===== config.mk =====
export PLATFORM = sky130hd
export DESIGN_NAME = sar_conversion_control
export DESIGN_NICKNAME = d
export VERILOG_FILES = /design/src/rtl/sar_ctrl_pkg.sv /design/src/rtl/step_tick_gen.sv /design/src/rtl/sar_engine.sv /design/src/rtl/sar_conversion_control.sv
export SDC_FILE = /design/constraint.sdc
export NUM_CORES = 1
export LEC_CHECK = 0
export BUFFER_PORTS_ARGS = -buffer_cell sky130_fd_sc_hd__clkbuf_2
export CAP_MARGIN = 20
export CORE_ASPECT_RATIO = 1.5
export CORE_UTILIZATION = 59
export DETAILED_ROUTE_END_ITERATION = 8
export PLACE_DENSITY = 0.89
export SYNTH_ARGS = -nofsm -noshare
export SYNTH_HDL_FRONTEND = slang
export SYNTH_HIERARCHICAL = 1
export SYNTH_SLANG_ARGS = --single-unit

===== constraint.sdc =====
create_clock -name clk_i -period 5 [get_ports clk_i]
set_input_delay 0.75 -clock clk_i [delete_from_list [all_inputs] [get_ports clk_i]]
set_output_delay 0.75 -clock clk_i [all_outputs]
set_load 0.02 [all_outputs]

===== src/rtl/sar_ctrl_pkg.sv =====
// constants, modes, states and carriers of the conversion control
package sar_ctrl_pkg;

   // timing at the 100 MHz system clock
   localparam int CLK_PERIOD_NS = 10;
   localparam int ACQ_TIME_NS = 300;
   localparam int ACQ_CYCLES = (ACQ_TIME_NS + CLK_PERIOD_NS - 1) / CLK_PERIOD_NS;
   localparam int STEP_TIME_NS = 50;
   localparam int STEP_CYCLES_RAW = STEP_TIME_NS / CLK_PERIOD_NS;
   localparam int STEP_CYCLES = (STEP_CYCLES_RAW < 1) ? 1 : STEP_CYCLES_RAW;

   // counter widths and derived terminal counts
   localparam int ACQ_CNT_W = 8;
   localparam int STEP_CNT_W = 4;
   localparam logic [ACQ_CNT_W-1:0] ACQ_COUNT = ACQ_CNT_W'(ACQ_CYCLES);
   localparam logic [STEP_CNT_W-1:0] STEP_LAST = STEP_CNT_W'(STEP_CYCLES - 1);

   // conversion word
   localparam int CODE_W = 18;
   localparam int IDX_W = 5;
   localparam logic [CODE_W-1:0] CODE_MSB_TRIAL = 18'h20000;
   localparam logic [IDX_W-1:0] IDX_MSB = 5'h11;
   localparam int COUNT_W = 16;

   // register byte addresses
   localparam int ADR_W = 4;
   localparam logic [ADR_W-1:0] CTRL_ADDR = 4'h0;
   localparam logic [ADR_W-1:0] STATUS_ADDR = 4'h4;
   localparam logic [ADR_W-1:0] RESULT_ADDR = 4'h8;
   localparam logic [ADR_W-1:0] COUNT_ADDR = 4'hc;

   typedef enum logic [1:0] {
      MODE_WARP = 2'b00,
      MODE_NORMAL = 2'b01,
      MODE_IMPULSE = 2'b10
   } mode_t;

   localparam logic [1:0] MODE_RESET = 2'b01;

   typedef enum logic [1:0] {
      ST_ACQ = 2'b00,
      ST_CONV = 2'b01,
      ST_FINISH = 2'b10,
      ST_PDOWN = 2'b11
   } conv_state_t;

   // status word, bit 4 first
   typedef struct packed {
      logic ref_buf_on;
      logic powered_down;
      logic acq_done;
      logic low_power;
      logic busy;
   } status_t;

   // wishbone request carrier
   typedef struct packed {
      logic cyc;
      logic stb;
      logic we;
      logic [ADR_W-1:0] adr;
      logic [3:0] sel;
      logic [31:0] dat;
   } wb_req_t;

endpackage : sar_ctrl_pkg


===== src/rtl/step_tick_gen.sv =====
// divider giving one-cycle conversion step enables
`timescale 1ns/1ps
module step_tick_gen #(
   parameter int W = 4,
   parameter logic [W-1:0] LAST = '0
) (
   // clock and reset
   input wire logic clk_i,
   input wire logic rst_i,
   // control
   input wire logic run_i,
   output logic tick_o
);
   logic [W-1:0] cnt_reg;
   logic [W-1:0] cnt_next;

   always_comb begin
      cnt_next = cnt_reg;
      tick_o = 1'b0;
      if (!run_i) begin
         cnt_next = '0;
      end else if (cnt_reg == LAST) begin
         cnt_next = '0;
         tick_o = 1'b1;
      end else begin
         cnt_next = cnt_reg + W'(1);
      end
   end

   always_ff @(posedge clk_i) begin
      if (rst_i) begin
         cnt_reg <= '0;
      end else begin
         cnt_reg <= cnt_next;
      end
   end
endmodule : step_tick_gen


===== src/rtl/sar_engine.sv =====
// successive approximation bit decisions, msb first
`timescale 1ns/1ps
module sar_engine
   import sar_ctrl_pkg::*;
(
   // clock and reset
   input wire logic clk_i,
   input wire logic rst_i,
   // control
   input wire logic start_i,
   input wire logic tick_i,
   input wire logic comp_i,
   // results
   output logic active_o,
   output logic done_o,
   output logic [CODE_W-1:0] code_o
);
   logic [CODE_W-1:0] code_reg;
   logic [CODE_W-1:0] code_next;
   logic [IDX_W-1:0] idx_reg;
   logic [IDX_W-1:0] idx_next;
   logic active_reg;
   logic active_next;
   logic done_reg;
   logic done_next;

   always_comb begin
      code_next = code_reg;
      idx_next = idx_reg;
      active_next = active_reg;
      done_next = 1'b0;
      if (start_i) begin
         code_next = CODE_MSB_TRIAL;
         idx_next = IDX_MSB;
         active_next = 1'b1;
      end else if (active_reg && tick_i) begin
         // keep the trial bit when the comparator says input is above
         code_next[idx_reg] = comp_i;
         if (idx_reg != '0) begin
            code_next[idx_reg - IDX_W'(1)] = 1'b1;
         end else begin
            active_next = 1'b0;
            done_next = 1'b1;
         end
         idx_next = idx_reg - IDX_W'(1);
      end
   end

   always_ff @(posedge clk_i) begin
      if (rst_i) begin
         code_reg <= '0;
         idx_reg <= '0;
         active_reg <= 1'b0;
         done_reg <= 1'b0;
      end else begin
         code_reg <= code_next;
         idx_reg <= idx_next;
         active_reg <= active_next;
         done_reg <= done_next;
      end
   end

   assign active_o = active_reg;
   assign done_o = done_reg;
   assign code_o = code_reg;
endmodule : sar_engine


===== src/rtl/sar_conversion_control.sv =====
// conversion control of the sar converter with a wishbone register slave
//
// Chosen here: the Wishbone register port and the placing of the registers.
`timescale 1ns/1ps
module sar_conversion_control
   import sar_ctrl_pkg::*;
(
   // clock and reset
   input wire logic clk_i,
   input wire logic rst_i,
   // wishbone slave
   input wire logic wb_cyc_i,
   input wire logic wb_stb_i,
   input wire logic wb_we_i,
   input wire logic [ADR_W-1:0] wb_adr_i,
   input wire logic [3:0] wb_sel_i,
   input wire logic [31:0] wb_dat_i,
   output logic [31:0] wb_dat_o,
   output logic wb_ack_o,
   // conversion pins
   input wire logic convert_start_n_i,
   input wire logic power_down_request_i,
   input wire logic ref_buffer_powerdown_i,
   input wire logic comparator_i,
   output logic busy_o,
   output logic low_power_o,
   output logic powered_down_o,
   output logic ref_buffer_on_o,
   // parallel result port
   input wire logic cs_n_i,
   input wire logic rd_n_i,
   output logic [CODE_W-1:0] data_o,
   output logic data_oe_n_o
);
   wb_req_t req;
   status_t status;

   conv_state_t state_reg;
   conv_state_t state_next;
   logic [ACQ_CNT_W-1:0] acq_cnt_reg;
   logic [ACQ_CNT_W-1:0] acq_cnt_next;
   logic auto_reg;
   logic auto_next;
   logic busy_reg;
   logic busy_next;
   logic low_power_reg;
   logic low_power_next;
   logic [CODE_W-1:0] result_reg;
   logic [CODE_W-1:0] result_next;
   logic [COUNT_W-1:0] count_reg;
   logic [COUNT_W-1:0] count_next;
   logic start_prev_reg;
   logic ref_on_reg;
   logic [1:0] mode_reg;
   logic [1:0] mode_next;
   logic ack_reg;
   logic ack_next;
   logic [31:0] rdata_reg;
   logic [31:0] rdata_next;
   logic [CODE_W-1:0] data_reg;
   logic oe_n_reg;
   logic pd_reg;
   logic pd_next;

   logic start_fall;
   logic acq_done;
   logic impulse;
   logic self_start;
   logic sar_start;
   logic sar_active;
   logic sar_done;
   logic [CODE_W-1:0] sar_code;
   logic step_tick;

   step_tick_gen #(
      .W(STEP_CNT_W),
      .LAST(STEP_LAST)
   ) u_tick (
      .clk_i(clk_i),
      .rst_i(rst_i),
      .run_i(sar_active),
      .tick_o(step_tick)
   );

   sar_engine u_sar (
      .clk_i(clk_i),
      .rst_i(rst_i),
      .start_i(sar_start),
      .tick_i(step_tick),
      .comp_i(comparator_i),
      .active_o(sar_active),
      .done_o(sar_done),
      .code_o(sar_code)
   );

   // start edge and acquisition state
   assign start_fall = start_prev_reg & ~convert_start_n_i;
   assign acq_done = (acq_cnt_reg == ACQ_COUNT);
   assign impulse = (mode_reg == MODE_IMPULSE);
   assign self_start = auto_reg & impulse & ~convert_start_n_i;

   // conversion sequencer
   always_comb begin
      state_next = state_reg;
      acq_cnt_next = acq_cnt_reg;
      auto_next = auto_reg;
      busy_next = busy_reg;
      low_power_next = low_power_reg;
      result_next = result_reg;
      count_next = count_reg;
      sar_start = 1'b0;
      case (state_reg)
         ST_ACQ: begin
            if (!acq_done) begin
               acq_cnt_next = acq_cnt_reg + ACQ_CNT_W'(1);
            end
            if (convert_start_n_i) begin
               auto_next = 1'b0;
            end
            if (acq_done && (start_fall || self_start)) begin
               sar_start = 1'b1;
               state_next = ST_CONV;
               busy_next = 1'b1;
               low_power_next = 1'b0;
               auto_next = 1'b0;
            end else if (power_down_request_i) begin
               state_next = ST_PDOWN;
               low_power_next = 1'b1;
            end
         end
         ST_CONV: begin
            // start edges and power-down are not looked at here
            if (sar_done) begin
               result_next = sar_code;
               state_next = ST_FINISH;
            end
         end
         ST_FINISH: begin
            busy_next = 1'b0;
            count_next = count_reg + COUNT_W'(1);
            acq_cnt_next = '0;
            auto_next = impulse & ~convert_start_n_i;
            low_power_next = impulse;
            state_next = ST_ACQ;
         end
         ST_PDOWN: begin
            if (!power_down_request_i) begin
               state_next = ST_ACQ;
               acq_cnt_next = '0;
               low_power_next = impulse;
            end
         end
         default: begin
            state_next = ST_ACQ;
         end
      endcase
      pd_next = (state_next == ST_PDOWN);
   end

   always_ff @(posedge clk_i) begin
      if (rst_i) begin
         state_reg <= ST_ACQ;
         acq_cnt_reg <= '0;
         auto_reg <= 1'b0;
         busy_reg <= 1'b0;
         low_power_reg <= 1'b0;
         result_reg <= '0;
         count_reg <= '0;
         start_prev_reg <= 1'b1;
         ref_on_reg <= 1'b0;
         pd_reg <= 1'b0;
      end else begin
         state_reg <= state_next;
         acq_cnt_reg <= acq_cnt_next;
         auto_reg <= auto_next;
         busy_reg <= busy_next;
         low_power_reg <= low_power_next;
         result_reg <= result_next;
         count_reg <= count_next;
         start_prev_reg <= convert_start_n_i;
         ref_on_reg <= ~ref_buffer_powerdown_i;
         pd_reg <= pd_next;
      end
   end

   // register slave, answered in every power state
   always_comb begin
      req = '{cyc: wb_cyc_i, stb: wb_stb_i, we: wb_we_i, adr: wb_adr_i,
              sel: wb_sel_i, dat: wb_dat_i};
      status = '{ref_buf_on: ref_on_reg, powered_down: pd_reg,
                 acq_done: acq_done, low_power: low_power_reg,
                 busy: busy_reg};
      ack_next = req.cyc & req.stb & ~ack_reg;
      mode_next = mode_reg;
      rdata_next = rdata_reg;
      if (ack_next) begin
         case (req.adr)
            CTRL_ADDR: rdata_next = {30'h0, mode_reg};
            STATUS_ADDR: rdata_next = {27'h0, status};
            RESULT_ADDR: rdata_next = {14'h0, result_reg};
            COUNT_ADDR: rdata_next = {16'h0, count_reg};
            default: rdata_next = 32'h0;
         endcase
      end
      if (req.cyc && req.stb && req.we && ack_reg && req.sel[0] &&
          req.adr == CTRL_ADDR) begin
         mode_next = req.dat[1:0];
      end
   end

   always_ff @(posedge clk_i) begin
      if (rst_i) begin
         ack_reg <= 1'b0;
         rdata_reg <= 32'h0;
         mode_reg <= MODE_RESET;
         data_reg <= '0;
         oe_n_reg <= 1'b1;
      end else begin
         ack_reg <= ack_next;
         rdata_reg <= rdata_next;
         mode_reg <= mode_next;
         data_reg <= result_reg;
         oe_n_reg <= cs_n_i | rd_n_i;
      end
   end

   assign wb_ack_o = ack_reg;
   assign wb_dat_o = rdata_reg;
   assign busy_o = busy_reg;
   assign low_power_o = low_power_reg;
   assign powered_down_o = pd_reg;
   assign ref_buffer_on_o = ref_on_reg;
   assign data_o = data_reg;
   assign data_oe_n_o = oe_n_reg;
endmodule : sar_conversion_control


==> out/metrics.yaml, run 1 <==
wl_mm: 12.6
drtIter0Drc: 358
num_antenna_cells: 0
place_hpwl_mm: 8.13
routedWlPerCell_um: 16.5
drive_above_1_share_pct: 17.5
port_buffers: 59
rows: 41
crit_path_end: "u_sar/code_o[5]"
critical_path.max_fanout: 22
synth_edf_count: 0
syn_area_um2: 5260
ant_nets: 0
clock.fmax_mhz: 385
p_leak_nw: 2.39
drc: 0
grt_pass1_wl_mm: 20.4
power_density_nw_per_um2: 382
hold_buffers: 0
clkSlewWorstSetupHoldPaths_ns: 0.05
final_common_cell: "dfxtp_1"
crit_arrival_ns: 2.89
overflow: 0
fp.dieW_um: 79.1
period_share_pct: 52.0
rsz0062_at_grt: "no"
coreArea_um2: 8520
fin_area_um2: 6130
ys_ff_latch: 119
ys.flop_type: "dfxtp_1"
ys_warn_count: 6
vias: 4585
slew_violations: 0
cts_max_level: 4
period_needed_ns: 2.60
report.power.total_mw: 2.34
finalSetupViolCount: 0
crit_path_start_kind: "flip-flop"
start_util_pct: 61.8
path_class: "flip-flop to flip-flop"
io_pins: 107
maxSlewHeadroom_pct: 35.0
finalClockSkew_ns: 0.00865
hold_violations: 0
layout_common_cells: "dfxtp_1 (119), nand2_1 (78), clkbuf_2 (59)"
ff2ff_setup_slack_ns: 2.40
r2r_start: "acq_cnt_reg[0]"
synth-async-reset-ratio_pct: 0
avgSynthCellArea_um2: 8.87
setup_tns_ns: 0
fin_nets: 700
clock_latency_ns: 0.42
die_h_um: 118
critPathCaptureType: "flip-flop"
cts.sinks: 119
seq_area_frac_synth_pct: 45.3
cts_root_buf: "clkbuf_16"
synth_cell_types: 67
ir_worst_vdd_uv: 327
tightest_slew_ns: 0.973
drv_cap: 0
cp-startpoint: "acq_cnt_reg[0]"
syn-instance-count: 593
gp_congestion: 0.891
status: "complete, no violations"
grt.total_usage_pct: 28.3
cts_buffers: 17
grt_pass1_vias: 4381
tritoncts: "yes"
areaGrowthSynthToFinish_pct: 16.5
r2r_cells: 10
hp-class: "flip-flop to flip-flop"
die_area_um2: 9310
cts.repair.resized: 0
antenna_found_initial: 0
viasPerCell: 6.03
timing.rr.end: "u_sar/code_o[5]"
grt_max_degree: 51
clk_path_buf_depth: 2
firstDrtPassIters: 5
dpl_cell_area_um2: 5490
cts_setup_buffers: 0
required_ns: 5.29
==> logic make-up (layout without fill, tap and decap cells) <==
family | Yosys count | count (layout) | share of synthesized area, %
flops | 119 | 119 | 45.3
fa+ha+maj | 9 | 9 | 2.14
mux | 24 | 24 | 4.66
xor+xnor | 18 | 18 | 3.00
buf+inv | 64 | 111 | 6.23
other cells | 1 | 14 | 0.0713
compound gates | 113 | 113 | 13.6
simple gates | 245 | 245 | 25.0
==> cells in the mapped netlist, types with 6 or more instances <==
master	number	area (µm²)
or3_1	6	37.5
o21ai_0	17	85.1
or4_1	6	45.0
buf_2	6	30.0
clkbuf_1	22	82.6
and3_1	6	37.5
buf_4	15	113
a21oi_1	43	215
xor2_1	13	114
mux2i_1	20	200
inv_1	16	60.1
nand2_1	78	293
nand4_1	9	56.3
o22ai_1	12	75.1
a22oi_1	19	143
nand3_1	17	85.1
nor2b_1	30	188
nor2_1	46	173
ha_1	9	113
dfxtp_1	119	2380
==> how the worst min path moves through the flow <==
stage                                  from                end  cells past startpoint
final                          wb_dat_o[14]       wb_dat_o[14]                      2
after global routing        u_sar/code_o[7]      result_reg[7]                      2
after CTS                       wb_dat_o[3]        wb_dat_o[3]                      2
after detailed placement        wb_dat_o[3]        wb_dat_o[3]                      2
after global placement         wb_dat_o[11]       wb_dat_o[11]                      2
after floorplan           u_tick/cnt_reg[0]  u_tick/cnt_reg[0]                      1
==> per-layer routing <==
metal | share of wire (%) | GRT usage, %
met1 | 37 | 29.7
met4 | 5.8 | 19.1
met3 | 6.3 | 7.05
met5 | 0 | 0
met2 | 51 | 48.4
==> critical path, cell delays in order, from the launching register on <==
cell and delay [ns]:
dfxtp_1 0.35, inv_1 0.07, ha_1 0.13, and4_1 0.25, o211ai_1 0.24, nor3_1 0.53, or2_0 0.18, buf_4 0.25
nor2_1 0.13, nand2_1 0.22, o22ai_1 0.12
==> where the power goes <==
| part | internal (mW) | switching [mW] | leakage [nW] |
|---|---|---|---|
| combinational | 0.0259 | 0.0581 | 1.12 |
| sequential | 0.957 | 0.0142 | 0.961 |
| clock | 0.855 | 0.432 | 0.305 |
==> metrics by stage <==
step | worst slack [ns] | util (%) | hold WS (ns) | instances
after floorplan | 2.78 | - | 0.430 | 606
after global placement | 2.28 | 64.4 | 0.436 | 726
after detailed placement | 2.21 | 64.5 | 0.448 | 727
after CTS | 2.43 | 71.9 | 0.455 | 759
after global routing | 2.21 | 72.0 | 0.465 | 760
final | 2.40 | 72.0 | 0.452 | 760
==> final cells by class <==
| type | count | area (µm²) |
|---|---|---|
| multi-input combinational | 423 | 2600 |
| fill | 567 | 2380 |
| sequential | 119 | 2380 |
| clock buffer | 19 | 453 |
| timing repair buffer | 63 | 325 |
| clock inverter | 13 | 176 |
| tap | 107 | 134 |
| inverter | 16 | 60.1 |
Power figures use the tool's default switching activity.
==> run 2: changes to the inputs <==
--- a/config.mk
+++ b/config.mk
@@ -8,9 +8,9 @@
 export BUFFER_PORTS_ARGS = -buffer_cell sky130_fd_sc_hd__clkbuf_2
 export CAP_MARGIN = 20
 export CORE_ASPECT_RATIO = 1.5
-export CORE_UTILIZATION = 59
+export CORE_UTILIZATION = 49
 export DETAILED_ROUTE_END_ITERATION = 8
-export PLACE_DENSITY = 0.89
+export PLACE_DENSITY = 0.79
 export SYNTH_ARGS = -nofsm -noshare
 export SYNTH_HDL_FRONTEND = slang
 export SYNTH_HIERARCHICAL = 1
==> constraint.sdc (replaced) <==
create_clock -name clk_i -period 2.1 [get_ports clk_i]
set_input_delay 0.315 -clock clk_i [delete_from_list [all_inputs] [get_ports clk_i]]
set_output_delay 0.315 -clock clk_i [all_outputs]
set_load 0.02 [all_outputs]
==> out/metrics.yaml, run 2 (same netlist as run 1, synthesis figures left out) <==
start_util_pct: 50.0
cts_root_buf: "clkbuf_16"
tightest_slew_ns: 0.975
fp.dieW_um: 86.6
sw_frac_of_total_pct: 21.6
grt_pass1_wl_mm: 20.2
clk_path_buf_depth: 2
clkSlewWorstSetupHoldPaths_ns: 0.05
firstDrtPassIters: 9
clock_latency_ns: 0.41
ant_nets: 0
die_h_um: 129
required_ns: 2.39
p_comb_share_pct: 4.1
p_int_mw: 4.14
drc: 2
fin_nets: 715
port_buffers: 59
p_sw_mw: 1.14
drtIter0Drc: 278
multi_input_area_um2: 2600
ir_worst_vdd_uv: 577
seqCellArea_um2: 2380
period_needed_ns: 1.95
pwr-share-seq_pct: 43.6
setup_tns_ns: 0
critical-path-slowest-cell: "and3_1"
rsz0062_at_grt: "no"
nFillCells: 916
num_antenna_cells: 0
slowest_delay_ns: 0.35
antenna_found_initial: 0
hold_violations: 0
cts_setup_buffers: 0
slew_violations: 0
power_density_nw_per_um2: 848
viasPerCell: 5.48
routedWlPerCell_um: 14.9
overflow: 0
gp_congestion: 0.875
report.power.total_mw: 5.28
crit_arrival_ns: 2.24
status: "finished, violations left"
p_leak_nw: 2.44
hp-class: "primary input to flip-flop"
violations: "design-rule violations"
grt_max_degree: 52
rows: 46
finalClockSkew_ns: 0.0105
grt.total_usage_pct: 23.3
coreArea_um2: 10500
layout_common_cells: "dfxtp_1 (118), nand2_1 (78), clkbuf_2 (59)"
r2r_cells: 8
critPathCaptureType: "flip-flop"
crit_chain: "inv_1 -> ha_1 -> nand3b_1 -> nor2_2 -> and3_1 -> nor2b_1 -> mux2i_1 -> o22ai_1"
power_frac_clock_pct: 52.3
path_class: "flip-flop to flip-flop"
clock.fmax_mhz: 512
whs_path_depth: 2
cts_max_level: 4
final_common_cell: "dfxtp_1"
finalSetupViolCount: 0
crit_path_start_kind: "flip-flop"
cts.sinks: 119
drive_above_1_share_pct: 19.0
areaGrowthSynthToFinish_pct: 18.5
place_hpwl_mm: 8.64
wl_mm: 12.1
io_pins: 107
worst-path-buf-inv: 1
period_share_pct: 93.0
die_area_um2: 11200
drv_cap: 0
path_delay_family: "simple AND/OR/NAND/NOR gates"
crit_cells: 8
cts_buffers: 17
vias: 4451
critical_path.max_fanout: 7
maxSlewHeadroom_pct: 34.9
ff2ff_setup_slack_ns: 0.15
tritoncts: "yes"
grt_pass1_vias: 4332
run 2: cell types whose count changed in the layout (fill, tap and decap cells not counted), sizes merged:
cell,previous run,this run
buf,4,19
clkbuf,78,82
bufinv,4,2
clkinvlp,3,2
inv,17,16
run 2: cell type report:
class	count	share of cell area [%]
multi-input combinational	423	41.8
sequential	119	38.2
clock buffer	23	7.51
timing repair buffer	78	7.03
tap	144	2.89
clock inverter	9	1.61
inverter	16	0.964
run 2: metrics by stage:
step | util [%] | cell area (µm²) | std cells | setup slack [ns] | hold slack (ns)
CTS | 59.1 | 6230 | 812 | 0.0428 | 0.0496
detailed placement | 53.7 | 5660 | 780 | 0.0702 | 0.444
floorplan | - | 5310 | 606 | 0.107 | 0.384
global route | 59.2 | 6230 | 812 | 0.0117 | 0.0556
finish | 59.2 | 6230 | 812 | 0.148 | 0.0596
global placement | 53.7 | 5660 | 780 | 0.163 | 0.436
run 2: final timing paths:
kind / start / end
setup / recovery: u_tick/cnt_reg[0] / u_sar/code_o[13]
hold / removal: ref_buffer_powerdown_i / ref_buffer_on_o
setup reg to reg: u_tick/cnt_reg[0] / u_sar/code_o[13]
hold reg to reg: wb_dat_o[14] / wb_dat_o[14]
run 2: routing by layer:
| layer | up-vias | track usage (%) | part of all wire (%) | wire length (µm) |
|---|---|---|---|---|
| li1 | 2165 | - | - | - |
| met1 | 2096 | 25.0 | 39 | 4740 |
| met2 | 153 | 41.2 | 53 | 6370 |
| met3 | 37 | 6.03 | 4.3 | 520 |
| met4 | 0 | 13.3 | 4.1 | 491 |
| met5 | - | 0 | 0 | 0 |
run 2: what timing repair did:
item | CTS | global route
hold buffers | 0 | 0
resized for setup | 0 | 2
setup endpoints to repair | 0 | 14
run 2: power by group through the flow:
stage          clock (mW)  combinational (mW)  sequential (mW)
6_report             2.76               0.217             2.30
3_3_place_gp            0               0.208             2.35
4_1_cts              2.79               0.215             2.30
2_1_floorplan           0               0.168             2.35
3_5_place_dp            0               0.213             2.35
5_1_grt              2.90               0.239             2.30
run 2: worst reg2reg max path: cells and delay by family, from the launching register on:
family,cells,cell delay (ns)
fa+ha+maj,1,0.14
flops,1,0.33
buf+inv,1,0.06
simple gates,4,0.96
mux,1,0.24
compound gates,1,0.09
==> run 3: changes to the inputs <==
--- a/config.mk
+++ b/config.mk
@@ -8,9 +8,10 @@
 export BUFFER_PORTS_ARGS = -buffer_cell sky130_fd_sc_hd__clkbuf_2
 export CAP_MARGIN = 20
 export CORE_ASPECT_RATIO = 1.5
-export CORE_UTILIZATION = 49
+export CORE_UTILIZATION = 51
+export CTS_BUF_LIST = sky130_fd_sc_hd__clkbuf_8
 export DETAILED_ROUTE_END_ITERATION = 8
-export PLACE_DENSITY = 0.79
+export PLACE_DENSITY = 0.82
 export SYNTH_ARGS = -nofsm -noshare
 export SYNTH_HDL_FRONTEND = slang
 export SYNTH_HIERARCHICAL = 1
==> out/metrics.yaml, run 3 (same netlist as run 1, synthesis figures left out) <==
drive_above_1_share_pct: 19.4
cts_max_level: 4
critical_path.max_fanout: 6
finalClockSkew_ns: 0.00854
antenna_found_initial: 0
tightest_slew_ns: 1.01
cts_root_buf: "clkbuf_8"
ant_nets: 0
io_pins: 107
power_density_nw_per_um2: 739
wl_mm: 11.8
num_antenna_cells: 0
pwr-share-seq_pct: 51.7
path_class: "flip-flop to flip-flop"
maxSlewHeadroom_pct: 32.4
fin_cells: 783
viasPerCell: 5.76
crit_path_start_kind: "flip-flop"
tritoncts: "yes"
grt_pass1_wl_mm: 19.6
fp.dieW_um: 84.9
hp-class: "primary input to flip-flop"
final_common_cell: "dfxtp_1"
cts.sinks: 119
die_area_um2: 10700
rows: 45
clock.fmax_mhz: 505
critPathCaptureType: "flip-flop"
drc: 7
p_sw_mw: 1.02
place_hpwl_mm: 8.58
slew_violations: 0
violations: "design-rule violations"
p_comb_share_pct: 5.0
routedWlPerCell_um: 15.1
clkSlewWorstSetupHoldPaths_ns: 0.06
finalSetupViolCount: 0
overflow: 0
cts_setup_buffers: 0
gp_congestion: 0.876
grt_pass1_vias: 4211
fin_area_um2: 6010
die_h_um: 126
hold_violations: 0
start_util_pct: 52.2
rsz0062_at_grt: "no"
ir_worst_vdd_uv: 409
coreArea_um2: 10100
p_int_mw: 3.42
cts_buffers: 17
place_worst_setup_slack_ns: 0.124
clock_latency_ns: 0.44
sw_frac_of_total_pct: 23.0
drv_cap: 0
period_share_pct: 94.3
power_frac_clock_pct: 43.3
vias: 4507
layout_common_cells: "dfxtp_1 (118), nand2_1 (78), clkbuf_2 (59)"
drtIter0Drc: 302
crit_arrival_ns: 2.34
grt_max_degree: 34
clk_path_buf_depth: 2
p_leak_nw: 2.36
worst_slack_ns: 0.119
dp.cells: 752
required_ns: 2.45
port_buffers: 59
fin_nets: 714
status: "finished, violations left"
period_needed_ns: 1.98
whs_ns: 0.0523
grt.total_usage_pct: 23.0
firstDrtPassIters: 7
setup_tns_ns: 0
areaGrowthSynthToFinish_pct: 14.1
dpl_cell_area_um2: 5620
==> run 3: cell types whose count changed in the layout (fill, tap and decap cells not counted) <==
| cell | delta |
|---|---|
| inv_1 | +1 |
| clkbuf_1 | -4 |
| bufinv_16 | -1 |
| clkbuf_8 | +20 |
| nor3_2 | +1 |
| clkbuf_16 | -17 |
| nor3_1 | -1 |
| clkinvlp_4 | -1 |
| clkinv_4 | +1 |
| buf_4 | -1 |
==> run 3: critical path: stages, from the launching register on <==
cell	delay [ns]
dfxtp_2	0.37
inv_1	0.05
ha_1	0.18
and4_1	0.23
o211ai_1	0.17
nor3_2	0.08
or2_0	0.25
nor2_1	0.21
nand2_1	0.17
o22ai_1	0.20
==> run 3: layout make-up <==
class	count	area [µm²]
clock buffers	22	303
clock inverters	9	75.1
fillers	839	4070
inverters	16	60.1
multi-input cells	423	2610
flip-flops and latches	119	2380
well taps	117	146
repair buffers	77	430
==> run 3: worst paths after layout <==
check / cells after the start / start / slack [ns] / end
max reg2reg: 9 / acq_cnt_reg[0] / 0.12 / u_sar/code_o[9]
max: 9 / acq_cnt_reg[0] / 0.12 / u_sar/code_o[9]
min reg2reg: 2 / wb_dat_o[12] / 0.45 / wb_dat_o[12]
min: 2 / ref_buffer_powerdown_i / 0.05 / ref_buffer_on_o
==> run 3: power by group through the flow <==
stage / logic (mW) / registers, mW / clock network (mW)
after global placement: 0.210 / 2.34 / 0
after CTS: 0.218 / 2.30 / 1.97
after global routing: 0.241 / 2.30 / 2.06
after detailed placement: 0.216 / 2.35 / 0
after floorplan: 0.168 / 2.35 / 0
final: 0.220 / 2.30 / 1.92
==> run 3: metal layers <==
metal	share of wire [%]	vias up	track usage, %
met5	0	-	0
met4	5.0	0	15.3
met3	5.8	50	6.18
met2	51	177	39.2
met1	39	2106	24.8
li1	-	2174	-
==> run 3: what timing repair did <==
action,4_1_cts,5_1_grt
hold buffers,0,0
gates resized for setup,0,3
setup endpoints to repair,0,9
==> run 3: per-stage QoR <==
| stage | utilization (%) | power, mW |
|---|---|---|
| 6_report | 59.6 | 4.44 |
| 5_1_grt | 59.6 | 4.60 |
| 4_1_cts | 59.5 | 4.48 |
| 3_5_place_dp | 55.8 | 2.56 |
| 3_3_place_gp | 55.8 | 2.55 |
| 2_1_floorplan | - | 2.52 |
